**config.mk**
```make
export PLATFORM = sky130hd
export DESIGN_NAME = psc_top
export DESIGN_NICKNAME = d
export VERILOG_FILES = /design/src/inc/psc_pkg.sv /design/src/core/psc_top.sv
export SDC_FILE = /design/constraint.sdc
export NUM_CORES = 1
export LEC_CHECK = 0
export BUFFER_PORTS_ARGS = -buffer_cell sky130_fd_sc_hd__buf_4
export CAP_MARGIN = 20
export CORE_ASPECT_RATIO = 0.8
export CORE_UTILIZATION = 55
export DETAILED_ROUTE_END_ITERATION = 8
export GPL_TIMING_DRIVEN = 0
export PLACE_DENSITY = 0.86
export SKIP_CTS_REPAIR_TIMING = 1
export SYNTH_ARGS = -nofsm -noshare
export SYNTH_HDL_FRONTEND = slang
export SYNTH_SLANG_ARGS = --single-unit
```
**constraint.sdc**
```tcl
create_clock -name pclk -period 3.45 [get_ports pclk]
set_clock_uncertainty 0.2 [all_clocks]
set_input_delay 0 -clock pclk [delete_from_list [all_inputs] [get_ports pclk]]
set_output_delay 0 -clock pclk [all_outputs]
set_load 0.03 [all_outputs]
```
**src/inc/psc_pkg.sv**
```systemverilog
// Purpose: Constants, state layout and register map for the SMI and clock-halt controller.
// Assumes: 25 MHz pclk, APB slave with one 8-bit register per 32-bit word.
// Notes: Register byte address is four times the register index.
package psc_pkg;
  localparam int ADDR_W = 12;
  localparam int DATA_W = 32;
  localparam logic [7:0] IDX_PM_CTRL = 8'h63;
  localparam logic [7:0] IDX_CLK_STOP = 8'h66;
  localparam logic [7:0] IDX_SMI_FORCE = 8'h67;
  localparam logic [7:0] IDX_ACC_EN = 8'h70;
  localparam logic [7:0] IDX_TMR_EN = 8'h71;
  localparam logic [7:0] IDX_MISC_EN = 8'h72;
  localparam logic [7:0] IDX_IRQ_EN = 8'h73;
  localparam logic [7:0] IDX_ACC_ST = 8'h76;
  localparam logic [7:0] IDX_TMR_ST = 8'h77;
  localparam logic [7:0] IDX_MISC_ST = 8'h7a;
  localparam logic [7:0] IDX_IRQ_ST = 8'h7b;
  localparam logic [7:0] PM_WMASK = 8'hef;
  localparam logic [7:0] CS_WMASK = 8'hde;
  localparam logic [7:0] FRC_WMASK = 8'hc0;
  localparam logic [7:0] MISC_WMASK = 8'h7f;
  localparam logic [7:0] TRAP_MASK = 8'h03;
  localparam int PM_EN_BIT = 7;
  localparam int CS_EN_BIT = 7;
  localparam int CS_THR_BIT = 6;
  localparam int CS_KEEP_BIT = 4;
  localparam int CS_DLY_BIT = 3;
  localparam int CS_SEL_LSB = 1;
  localparam int FRC_ON_BIT = 7;
  localparam int FRC_OFF_BIT = 6;
  localparam int MISC_HALT_BIT = 6;
  localparam int ASYNC_W = 11;
  localparam int EXT_I = 10;
  localparam int DMA_I = 9;
  localparam int IRQA_I = 8;
  localparam int CLK_MHZ = 25;
  localparam int DLY0_NS = 430000;
  localparam int DLY1_NS = 860000;
  localparam int DLY2_NS = 1700000;
  localparam int DLY3_NS = 7000000;
  localparam int THR_HALT_NS = 640;
  localparam int THR_RUN_NS = 640;
  localparam int DLY0_CYC = (DLY0_NS * CLK_MHZ + 999) / 1000;
  localparam int DLY1_CYC = (DLY1_NS * CLK_MHZ + 999) / 1000;
  localparam int DLY2_CYC = (DLY2_NS * CLK_MHZ + 999) / 1000;
  localparam int DLY3_CYC = (DLY3_NS * CLK_MHZ + 999) / 1000;
  localparam int THR_HALT_CYC = (THR_HALT_NS * CLK_MHZ + 999) / 1000;
  localparam int THR_RUN_CYC = (THR_RUN_NS * CLK_MHZ + 999) / 1000;
  localparam int CNT_W = 18;

  typedef enum logic [1:0] {
    ST_IDLE = 2'b00,
    ST_DELAY = 2'b01,
    ST_HALT = 2'b10,
    ST_RUN = 2'b11
  } psc_halt_e;

  typedef struct packed {
    logic [7:0] pm_ctrl;
    logic [7:0] cs_ctrl;
    logic [7:0] smi_frc;
    logic [7:0] acc_en;
    logic [7:0] tmr_en;
    logic [7:0] misc_en;
    logic [7:0] irq_en;
    logic [7:0] acc_st;
    logic [7:0] tmr_st;
    logic [7:0] misc_st;
    logic [7:0] irq_st;
    logic [31:0] prdata;
    logic pslverr;
    logic smi;
    logic halt;
    psc_halt_e state;
    logic [CNT_W-1:0] cnt;
    logic [ASYNC_W-1:0] sync1;
    logic [ASYNC_W-1:0] sync2;
    logic [ASYNC_W-1:0] sync3;
    logic [ASYNC_W-1:0] stable;
  } psc_state_s;
endpackage : psc_pkg
```
**src/core/psc_top.sv**
```systemverilog
// Purpose: SMI source gating, cause status and clock-halt sequencing behind an APB slave.
// Assumes: Access and timer events are one-cycle pulses on pclk; pins are asynchronous.
// Notes: Zero wait-state APB; read data is captured in the setup cycle.
//
// Chosen here: the APB register port.
`timescale 1ns/1ps
`default_nettype none
module psc_top #(
  parameter int DLY0_CYC = psc_pkg::DLY0_CYC,
  parameter int DLY1_CYC = psc_pkg::DLY1_CYC,
  parameter int DLY2_CYC = psc_pkg::DLY2_CYC,
  parameter int DLY3_CYC = psc_pkg::DLY3_CYC
) (
  input wire logic pclk,
  input wire logic presetn,
  input wire logic psel,
  input wire logic penable,
  input wire logic pwrite,
  input wire logic [psc_pkg::ADDR_W-1:0] paddr,
  input wire logic [psc_pkg::DATA_W-1:0] pwdata,
  output logic [psc_pkg::DATA_W-1:0] prdata,
  output logic pready,
  output logic pslverr,
  input wire logic [7:0] access_event,
  input wire logic [7:0] timer_trap_event,
  input wire logic user_timer3_timeout,
  input wire logic sw_smi_request,
  input wire logic apm_command_port,
  input wire logic apm_control_read,
  input wire logic standby_event,
  input wire logic external_pm_request_pin,
  input wire logic dma_enabled_req,
  input wire logic irq_enabled_req,
  input wire logic [7:0] irq_line,
  input wire logic cpu_interrupt_request,
  output logic system_mgmt_interrupt,
  output logic cpu_clock_halt
);
  import psc_pkg::*;

  psc_state_s s_q;
  psc_state_s s_d;
  logic [7:0] idx;
  logic hit;
  logic wr;
  logic rd;
  logic pm_on;
  logic [ASYNC_W-1:0] rise;
  logic [7:0] acc_set;
  logic [7:0] tmr_set;
  logic [7:0] misc_set;
  logic [7:0] irq_set;
  logic [7:0] rdv;
  logic pending;
  logic trigger;
  logic release_ev;
  logic stay;
  logic [CNT_W-1:0] dly_load;

  assign idx = paddr[9:2];
  assign wr = psel & penable & pwrite & ~s_q.pslverr;
  assign rd = psel & penable & ~pwrite & ~s_q.pslverr;
  assign pready = psel & penable;
  assign prdata = s_q.prdata;
  assign pslverr = s_q.pslverr & psel & penable;
  assign system_mgmt_interrupt = s_q.smi;
  assign cpu_clock_halt = s_q.halt;
  assign pm_on = s_q.pm_ctrl[PM_EN_BIT];

  always_comb begin
    hit = 1'b1;
    rdv = 8'h00;
    case (idx)
      IDX_PM_CTRL: rdv = s_q.pm_ctrl;
      IDX_CLK_STOP: rdv = s_q.cs_ctrl;
      IDX_SMI_FORCE: rdv = s_q.smi_frc;
      IDX_ACC_EN: rdv = s_q.acc_en;
      IDX_TMR_EN: rdv = s_q.tmr_en;
      IDX_MISC_EN: rdv = s_q.misc_en;
      IDX_IRQ_EN: rdv = s_q.irq_en;
      IDX_ACC_ST: rdv = s_q.acc_st;
      IDX_TMR_ST: rdv = s_q.tmr_st;
      IDX_MISC_ST: rdv = s_q.misc_st;
      IDX_IRQ_ST: rdv = s_q.irq_st;
      default: hit = 1'b0;
    endcase
    if (paddr[11:10] != 2'b00 || paddr[1:0] != 2'b00) begin
      hit = 1'b0;
    end
  end

  always_comb begin
    case (s_q.cs_ctrl[CS_SEL_LSB +: 2])
      2'b00: dly_load = CNT_W'(DLY0_CYC - 1);
      2'b01: dly_load = CNT_W'(DLY1_CYC - 1);
      2'b10: dly_load = CNT_W'(DLY2_CYC - 1);
      default: dly_load = CNT_W'(DLY3_CYC - 1);
    endcase
  end

  always_comb begin
    s_d = s_q;
    // Only the second and third stages are compared; the first stage feeds nothing else.
    s_d.sync1 = {external_pm_request_pin, dma_enabled_req, irq_enabled_req,
                 irq_line[7:3], cpu_interrupt_request, irq_line[1:0]};
    s_d.sync2 = s_q.sync1;
    s_d.sync3 = s_q.sync2;
    for (int i = 0; i < ASYNC_W; i++) begin
      if (s_q.sync2[i] == s_q.sync3[i]) begin
        s_d.stable[i] = s_q.sync2[i];
      end
    end
    rise = s_d.stable & ~s_q.stable;

    acc_set = pm_on ? (access_event & s_q.acc_en) : 8'h00;
    tmr_set = pm_on ? (timer_trap_event & s_q.tmr_en) : 8'h00;
    misc_set = 8'h00;
    if (pm_on) begin
      misc_set[5] = rise[DMA_I] & s_q.misc_en[5];
      misc_set[4] = rise[IRQA_I] & s_q.misc_en[4];
      misc_set[3] = rise[EXT_I] & s_q.misc_en[3];
      misc_set[2] = apm_command_port & s_q.misc_en[2];
      misc_set[1] = sw_smi_request & s_q.misc_en[1];
      misc_set[0] = user_timer3_timeout & s_q.misc_en[0];
    end
    irq_set = pm_on ? (rise[7:0] & s_q.irq_en) : 8'h00;

    // Setting wins over a same-cycle clear so no cause is lost.
    s_d.acc_st = (s_q.acc_st & ~((wr && idx == IDX_ACC_ST) ? pwdata[7:0] : 8'h00))
                 | acc_set;
    s_d.tmr_st = (s_q.tmr_st & ~((wr && idx == IDX_TMR_ST) ? pwdata[7:0] : 8'h00)
                  & ~((rd && idx == IDX_TMR_ST) ? TRAP_MASK : 8'h00)) | tmr_set;
    s_d.misc_st = (s_q.misc_st & ~((wr && idx == IDX_MISC_ST) ? pwdata[7:0] : 8'h00))
                  | misc_set;
    s_d.irq_st = (s_q.irq_st & ~((wr && idx == IDX_IRQ_ST) ? pwdata[7:0] : 8'h00))
                 | irq_set;

    if (wr) begin
      case (idx)
        IDX_PM_CTRL: s_d.pm_ctrl = pwdata[7:0] & PM_WMASK;
        IDX_CLK_STOP: s_d.cs_ctrl = pwdata[7:0] & CS_WMASK;
        IDX_SMI_FORCE: s_d.smi_frc = pwdata[7:0] & FRC_WMASK;
        IDX_ACC_EN: s_d.acc_en = pwdata[7:0];
        IDX_TMR_EN: s_d.tmr_en = pwdata[7:0];
        IDX_MISC_EN: s_d.misc_en = pwdata[7:0] & MISC_WMASK;
        IDX_IRQ_EN: s_d.irq_en = pwdata[7:0];
        default: s_d.pm_ctrl = s_q.pm_ctrl;
      endcase
    end

    if (psel && !penable) begin
      s_d.prdata = {24'h000000, rdv};
      s_d.pslverr = ~hit;
    end

    pending = |(s_q.acc_st & s_q.acc_en) | |(s_q.tmr_st & s_q.tmr_en)
              | |(s_q.misc_st & s_q.misc_en & MISC_WMASK) | |(s_q.irq_st & s_q.irq_en);
    // Force-assert outranks force-deassert when software sets both.
    s_d.smi = s_q.smi_frc[FRC_ON_BIT]
              | (~s_q.smi_frc[FRC_OFF_BIT] & pm_on & pending);

    trigger = pm_on & s_q.cs_ctrl[CS_EN_BIT] & s_q.misc_en[MISC_HALT_BIT]
              & apm_control_read;
    release_ev = standby_event & ~s_q.cs_ctrl[CS_KEEP_BIT];
    stay = pm_on & s_q.cs_ctrl[CS_EN_BIT] & ~release_ev;
    case (s_q.state)
      ST_IDLE: begin
        if (trigger && s_q.cs_ctrl[CS_DLY_BIT]) begin
          s_d.state = ST_DELAY;
          s_d.cnt = dly_load;
        end else if (trigger) begin
          s_d.state = ST_HALT;
          s_d.cnt = CNT_W'(THR_HALT_CYC - 1);
        end
      end
      ST_DELAY: begin
        if (!stay) begin
          s_d.state = ST_IDLE;
        end else if (s_q.cnt == '0) begin
          s_d.state = ST_HALT;
          s_d.cnt = CNT_W'(THR_HALT_CYC - 1);
        end else begin
          s_d.cnt = s_q.cnt - 1'b1;
        end
      end
      ST_HALT: begin
        if (!stay) begin
          s_d.state = ST_IDLE;
        end else if (s_q.cs_ctrl[CS_THR_BIT] && s_q.cnt == '0) begin
          s_d.state = ST_RUN;
          s_d.cnt = CNT_W'(THR_RUN_CYC - 1);
        end else if (s_q.cs_ctrl[CS_THR_BIT]) begin
          s_d.cnt = s_q.cnt - 1'b1;
        end
      end
      ST_RUN: begin
        if (!stay) begin
          s_d.state = ST_IDLE;
        end else if (!s_q.cs_ctrl[CS_THR_BIT] || s_q.cnt == '0) begin
          s_d.state = ST_HALT;
          s_d.cnt = CNT_W'(THR_HALT_CYC - 1);
        end else begin
          s_d.cnt = s_q.cnt - 1'b1;
        end
      end
      default: s_d.state = ST_IDLE;
    endcase
    s_d.halt = (s_d.state == ST_HALT);
  end

  always_ff @(posedge pclk or negedge presetn) begin
    if (!presetn) begin
      s_q <= '0;
    end else begin
      s_q <= s_d;
    end
  end
endmodule : psc_top
`default_nettype wire

```
==> results.cfg <==
[detailed_routing]
first_pass_iters = 5
drc = 0
routed_wl_um = 23400
viasPerCell = 6.38
drtIter0Drc = 1042
vias = 6528
wl_per_cell_um = 22.8
drtAntennaViolNets = 0

[setup_path]
crit_slowest_cell = nor4_1
cp-end-kind = register
path_delay_family = simple AND/OR/NAND/NOR gates
crit_top_cell = dlygate4sd3_1
cp-start-kind = input pin
crit_chain = dlygate4sd3_1, buf_4, nand4b_1, or2_2, clkbuf_1, nor4_1, o21ai_0, a32o_1, dlygate4sd3_1
cp.buffers_inverters = 4
slowest_delay_ns = 0.77
cp_data_arrival_time_ns = 3.45
path_class = in -> reg
path_max_fanout = 7
crit_required_ns = 3.56
ff2ff_setup_slack_ns = 0.33

[die]
coreArea_um2 = 13100
die-area_um2 = 14200
placementRows = 37
die_x_um = 133
die_h_um = 107
ioPinCount = 118
start_util_pct = 57.4

[min_path]
hp-class = in -> async

[yosys]
synth_seq_cells = 153
yosysWarnings = 0
synth_flop_cell = dfrtp_1
avgSynthCellArea_um2 = 11.1
synthArstFlopShare_pct = 100
synth.distinct_cells = 69
synth_area_leaders = dfrtp_1 (51%), mux2_2 (7.9%), buf_4 (3.3%), nand2_1 (3.1%), a32o_1 (2.5%)
netlist.area_leader.share_pct = 50.9
netlist_instances = 676
yosys.area.top_type = dfrtp_1
yosysSeqAreaShare_pct = 50.9
synth_area_um2 = 7530
synth_edf_count = 0

[run_status]
violations = hold timing
status = complete, but fails checks

[clocking]
clockBufferDepth = 2
cts_num_sinks = 153
root_buffer = clkbuf_16
cts_htree_levels = 4
cts_inserted_buffers = 17
clock_latency_ns = 0.43
clk_pin_slew_ns = 0.07
cts_tree = built

[global_route]
grt_antenna_before_repair = 0
grt_max_degree = 81
grt_pass1_wl_um = 34600
overflow = 0
grt_pass1_vias = 6052
grtUsageTotal_pct = 33.1

[cells_and_area]
fin_nets = 925
final_util_pct = 72.3
syn2layout_area_growth_pct = 25.9
fill_cells = 895
drive_above_1_share_pct = 24.2
n_antenna_cell = 0

[place]
gp_congestion = 0.969
dpl.hpwl_um = 15700
port_buffers = 59

[power_and_ir_drop]
leakagePower_uw = 0.00416
pwr-share-seq_pct = 46.1
power.switching_uw = 1030
p_comb_share_pct = 7.7
p_int_uw = 3010
clockPowerShare_pct = 46.2
vdd_drop_max_mv = 0.569
swShare_pct = 25.6
powerDensity_nw_per_um2 = 427

[flow_run]
max-cap-violations = 0

[timing]
setup_viol = 0
period_minus_slack_ns = 3.34
setup-tns-final_ns = 0
worstMarginPinSlew_ns = 1.10
hold_viol = 81
rsz0062_at_grt = false
fin_crit_sh_pct = 96.8
relSlewSlack_pct = 26.2
hold_slack_ns = -0.0487
fmax_mhz = 299
slew_viol_final = 0
-- layout make-up --
class	instances	area, µm²	area share, %
clock inverters	14	156	1.65
repair buffers	117	1040	11.0
inverters	17	63.8	0.674
clock buffers	18	439	4.64
well taps	175	219	2.31
flip-flops and latches	153	3830	40.4
plain buffers	70	418	4.41
multi-input cells	459	3310	34.9
-- path summary, 6_finish.rpt --
check,from,end,depth (start not counted)
max in group asynchronous,presetn,s_q[169],3
min in group pclk,penable,prdata[2],5
setup reg to reg,s_q[66],s_q[124],7
hold reg to reg,s_d[26],s_d[15],0
setup / recovery,paddr[9],s_q[116],9
hold / removal,presetn,s_q[56],2
-- worst register-to-register path, stage by stage (launching register included) --
cell           delay [ns]
dfrtp_1              0.42
and4b_1              0.26
clkbuf_1             0.30
nand2_1              0.19
nor2_1               0.69
nand2_1              0.16
a32o_1               0.23
dlygate4sd3_1        0.56
-- sequential cells by signal, summed over array words and instances, names as in the netlist --
| name | flops |
|---|---|
| cpu_clock_halt | 1 |
| prdata | 8 |
| s_d | 22 |
| pm_on | 1 |
| s_q | 120 |
| system_mgmt_interrupt | 1 |
-- routing by layer --
metal,GRT usage (%),vias to the layer above,share of wire [%]
met1,47.6,3226,42
li1,-,2816,-
met3,9.50,59,11
met4,11.5,0,2.4
met2,47.9,427,45
met5,0,-,0
-- cells by family (layout without fill, tap and decap cells) --
family | count (synthesis) | after routing | share of synthesized area [%]
and+or+nand+nor | 185 | 185 | 13.0
AOI/OAI and AO/OA | 166 | 166 | 17.4
adders and majority gates | 19 | 19 | 2.79
muxes | 63 | 63 | 9.26
buffers and inverters | 87 | 236 | 6.40
other | 1 | 24 | 0.0498
xor gates and xnor gates | 2 | 2 | 0.233
DFF | 153 | 153 | 50.9
-- synth_stat cells, drive strengths merged (7+ instances only) --
cell type	n
nand3	8
mux2i	10
buf	47
o2111ai	8
dfrtp	153
nor4	8
maj3	11
nand4	22
nand2	62
ha	8
inv	17
clkbuf	23
a22o	10
nor2b	8
o21ai	20
nor3	12
o2bb2ai	12
nor2	33
mux2	53
a21oi	18
a32o	19
a22oi	17
nand2b	9
o22ai	7
-- metrics by stage --
stage          cell area, µm²  power [µW]  setup WS (ns)  cells  hold WS (ns)
2_1_floorplan            7610        2030          0.949    699        -0.496
3_3_place_gp             8270        2150          0.519    933       -0.0908
3_5_place_dp             8310        2160          0.431    934        -0.147
4_1_cts                  8910        4010          0.439    966        -0.605
5_1_grt                  9470        4150         0.0471   1023       0.00236
6_report                 9470        4050          0.110   1023       -0.0487
-- cell usage in the layout, fill, tap and decap left out, types with 10 or more instances in the layout --
| cell | synthesis | layout |
|---|---|---|
| dlygate4sd3_1 | 0 | 56 |
| mux2i_1 | 10 | 10 |
| conb_1 | 1 | 24 |
| nor3_1 | 10 | 10 |
| a32o_1 | 19 | 19 |
| a22o_1 | 10 | 10 |
| clkbuf_16 | 0 | 17 |
| mux2_2 | 53 | 53 |
| a22oi_1 | 17 | 17 |
| nand4_1 | 22 | 22 |
| inv_1 | 17 | 17 |
| nor2_1 | 33 | 33 |
| maj3_1 | 11 | 11 |
| o2bb2ai_1 | 12 | 12 |
| dfrtp_1 | 153 | 153 |
| a21oi_1 | 18 | 18 |
| o21ai_0 | 20 | 20 |
| clkbuf_1 | 23 | 23 |
| buf_4 | 33 | 91 |
| nand2_1 | 62 | 62 |
-- power groups by stage --
stage / Combinational, µW / Sequential, µW / Clock (µW)
6_report: 311 / 1860 / 1870
5_1_grt: 334 / 1870 / 1950
4_1_cts: 270 / 1860 / 1880
3_5_place_dp: 269 / 1900 / 0
3_3_place_gp: 259 / 1890 / 0
2_1_floorplan: 144 / 1890 / 0
Note: power is estimated with default switching activity, not from simulation.
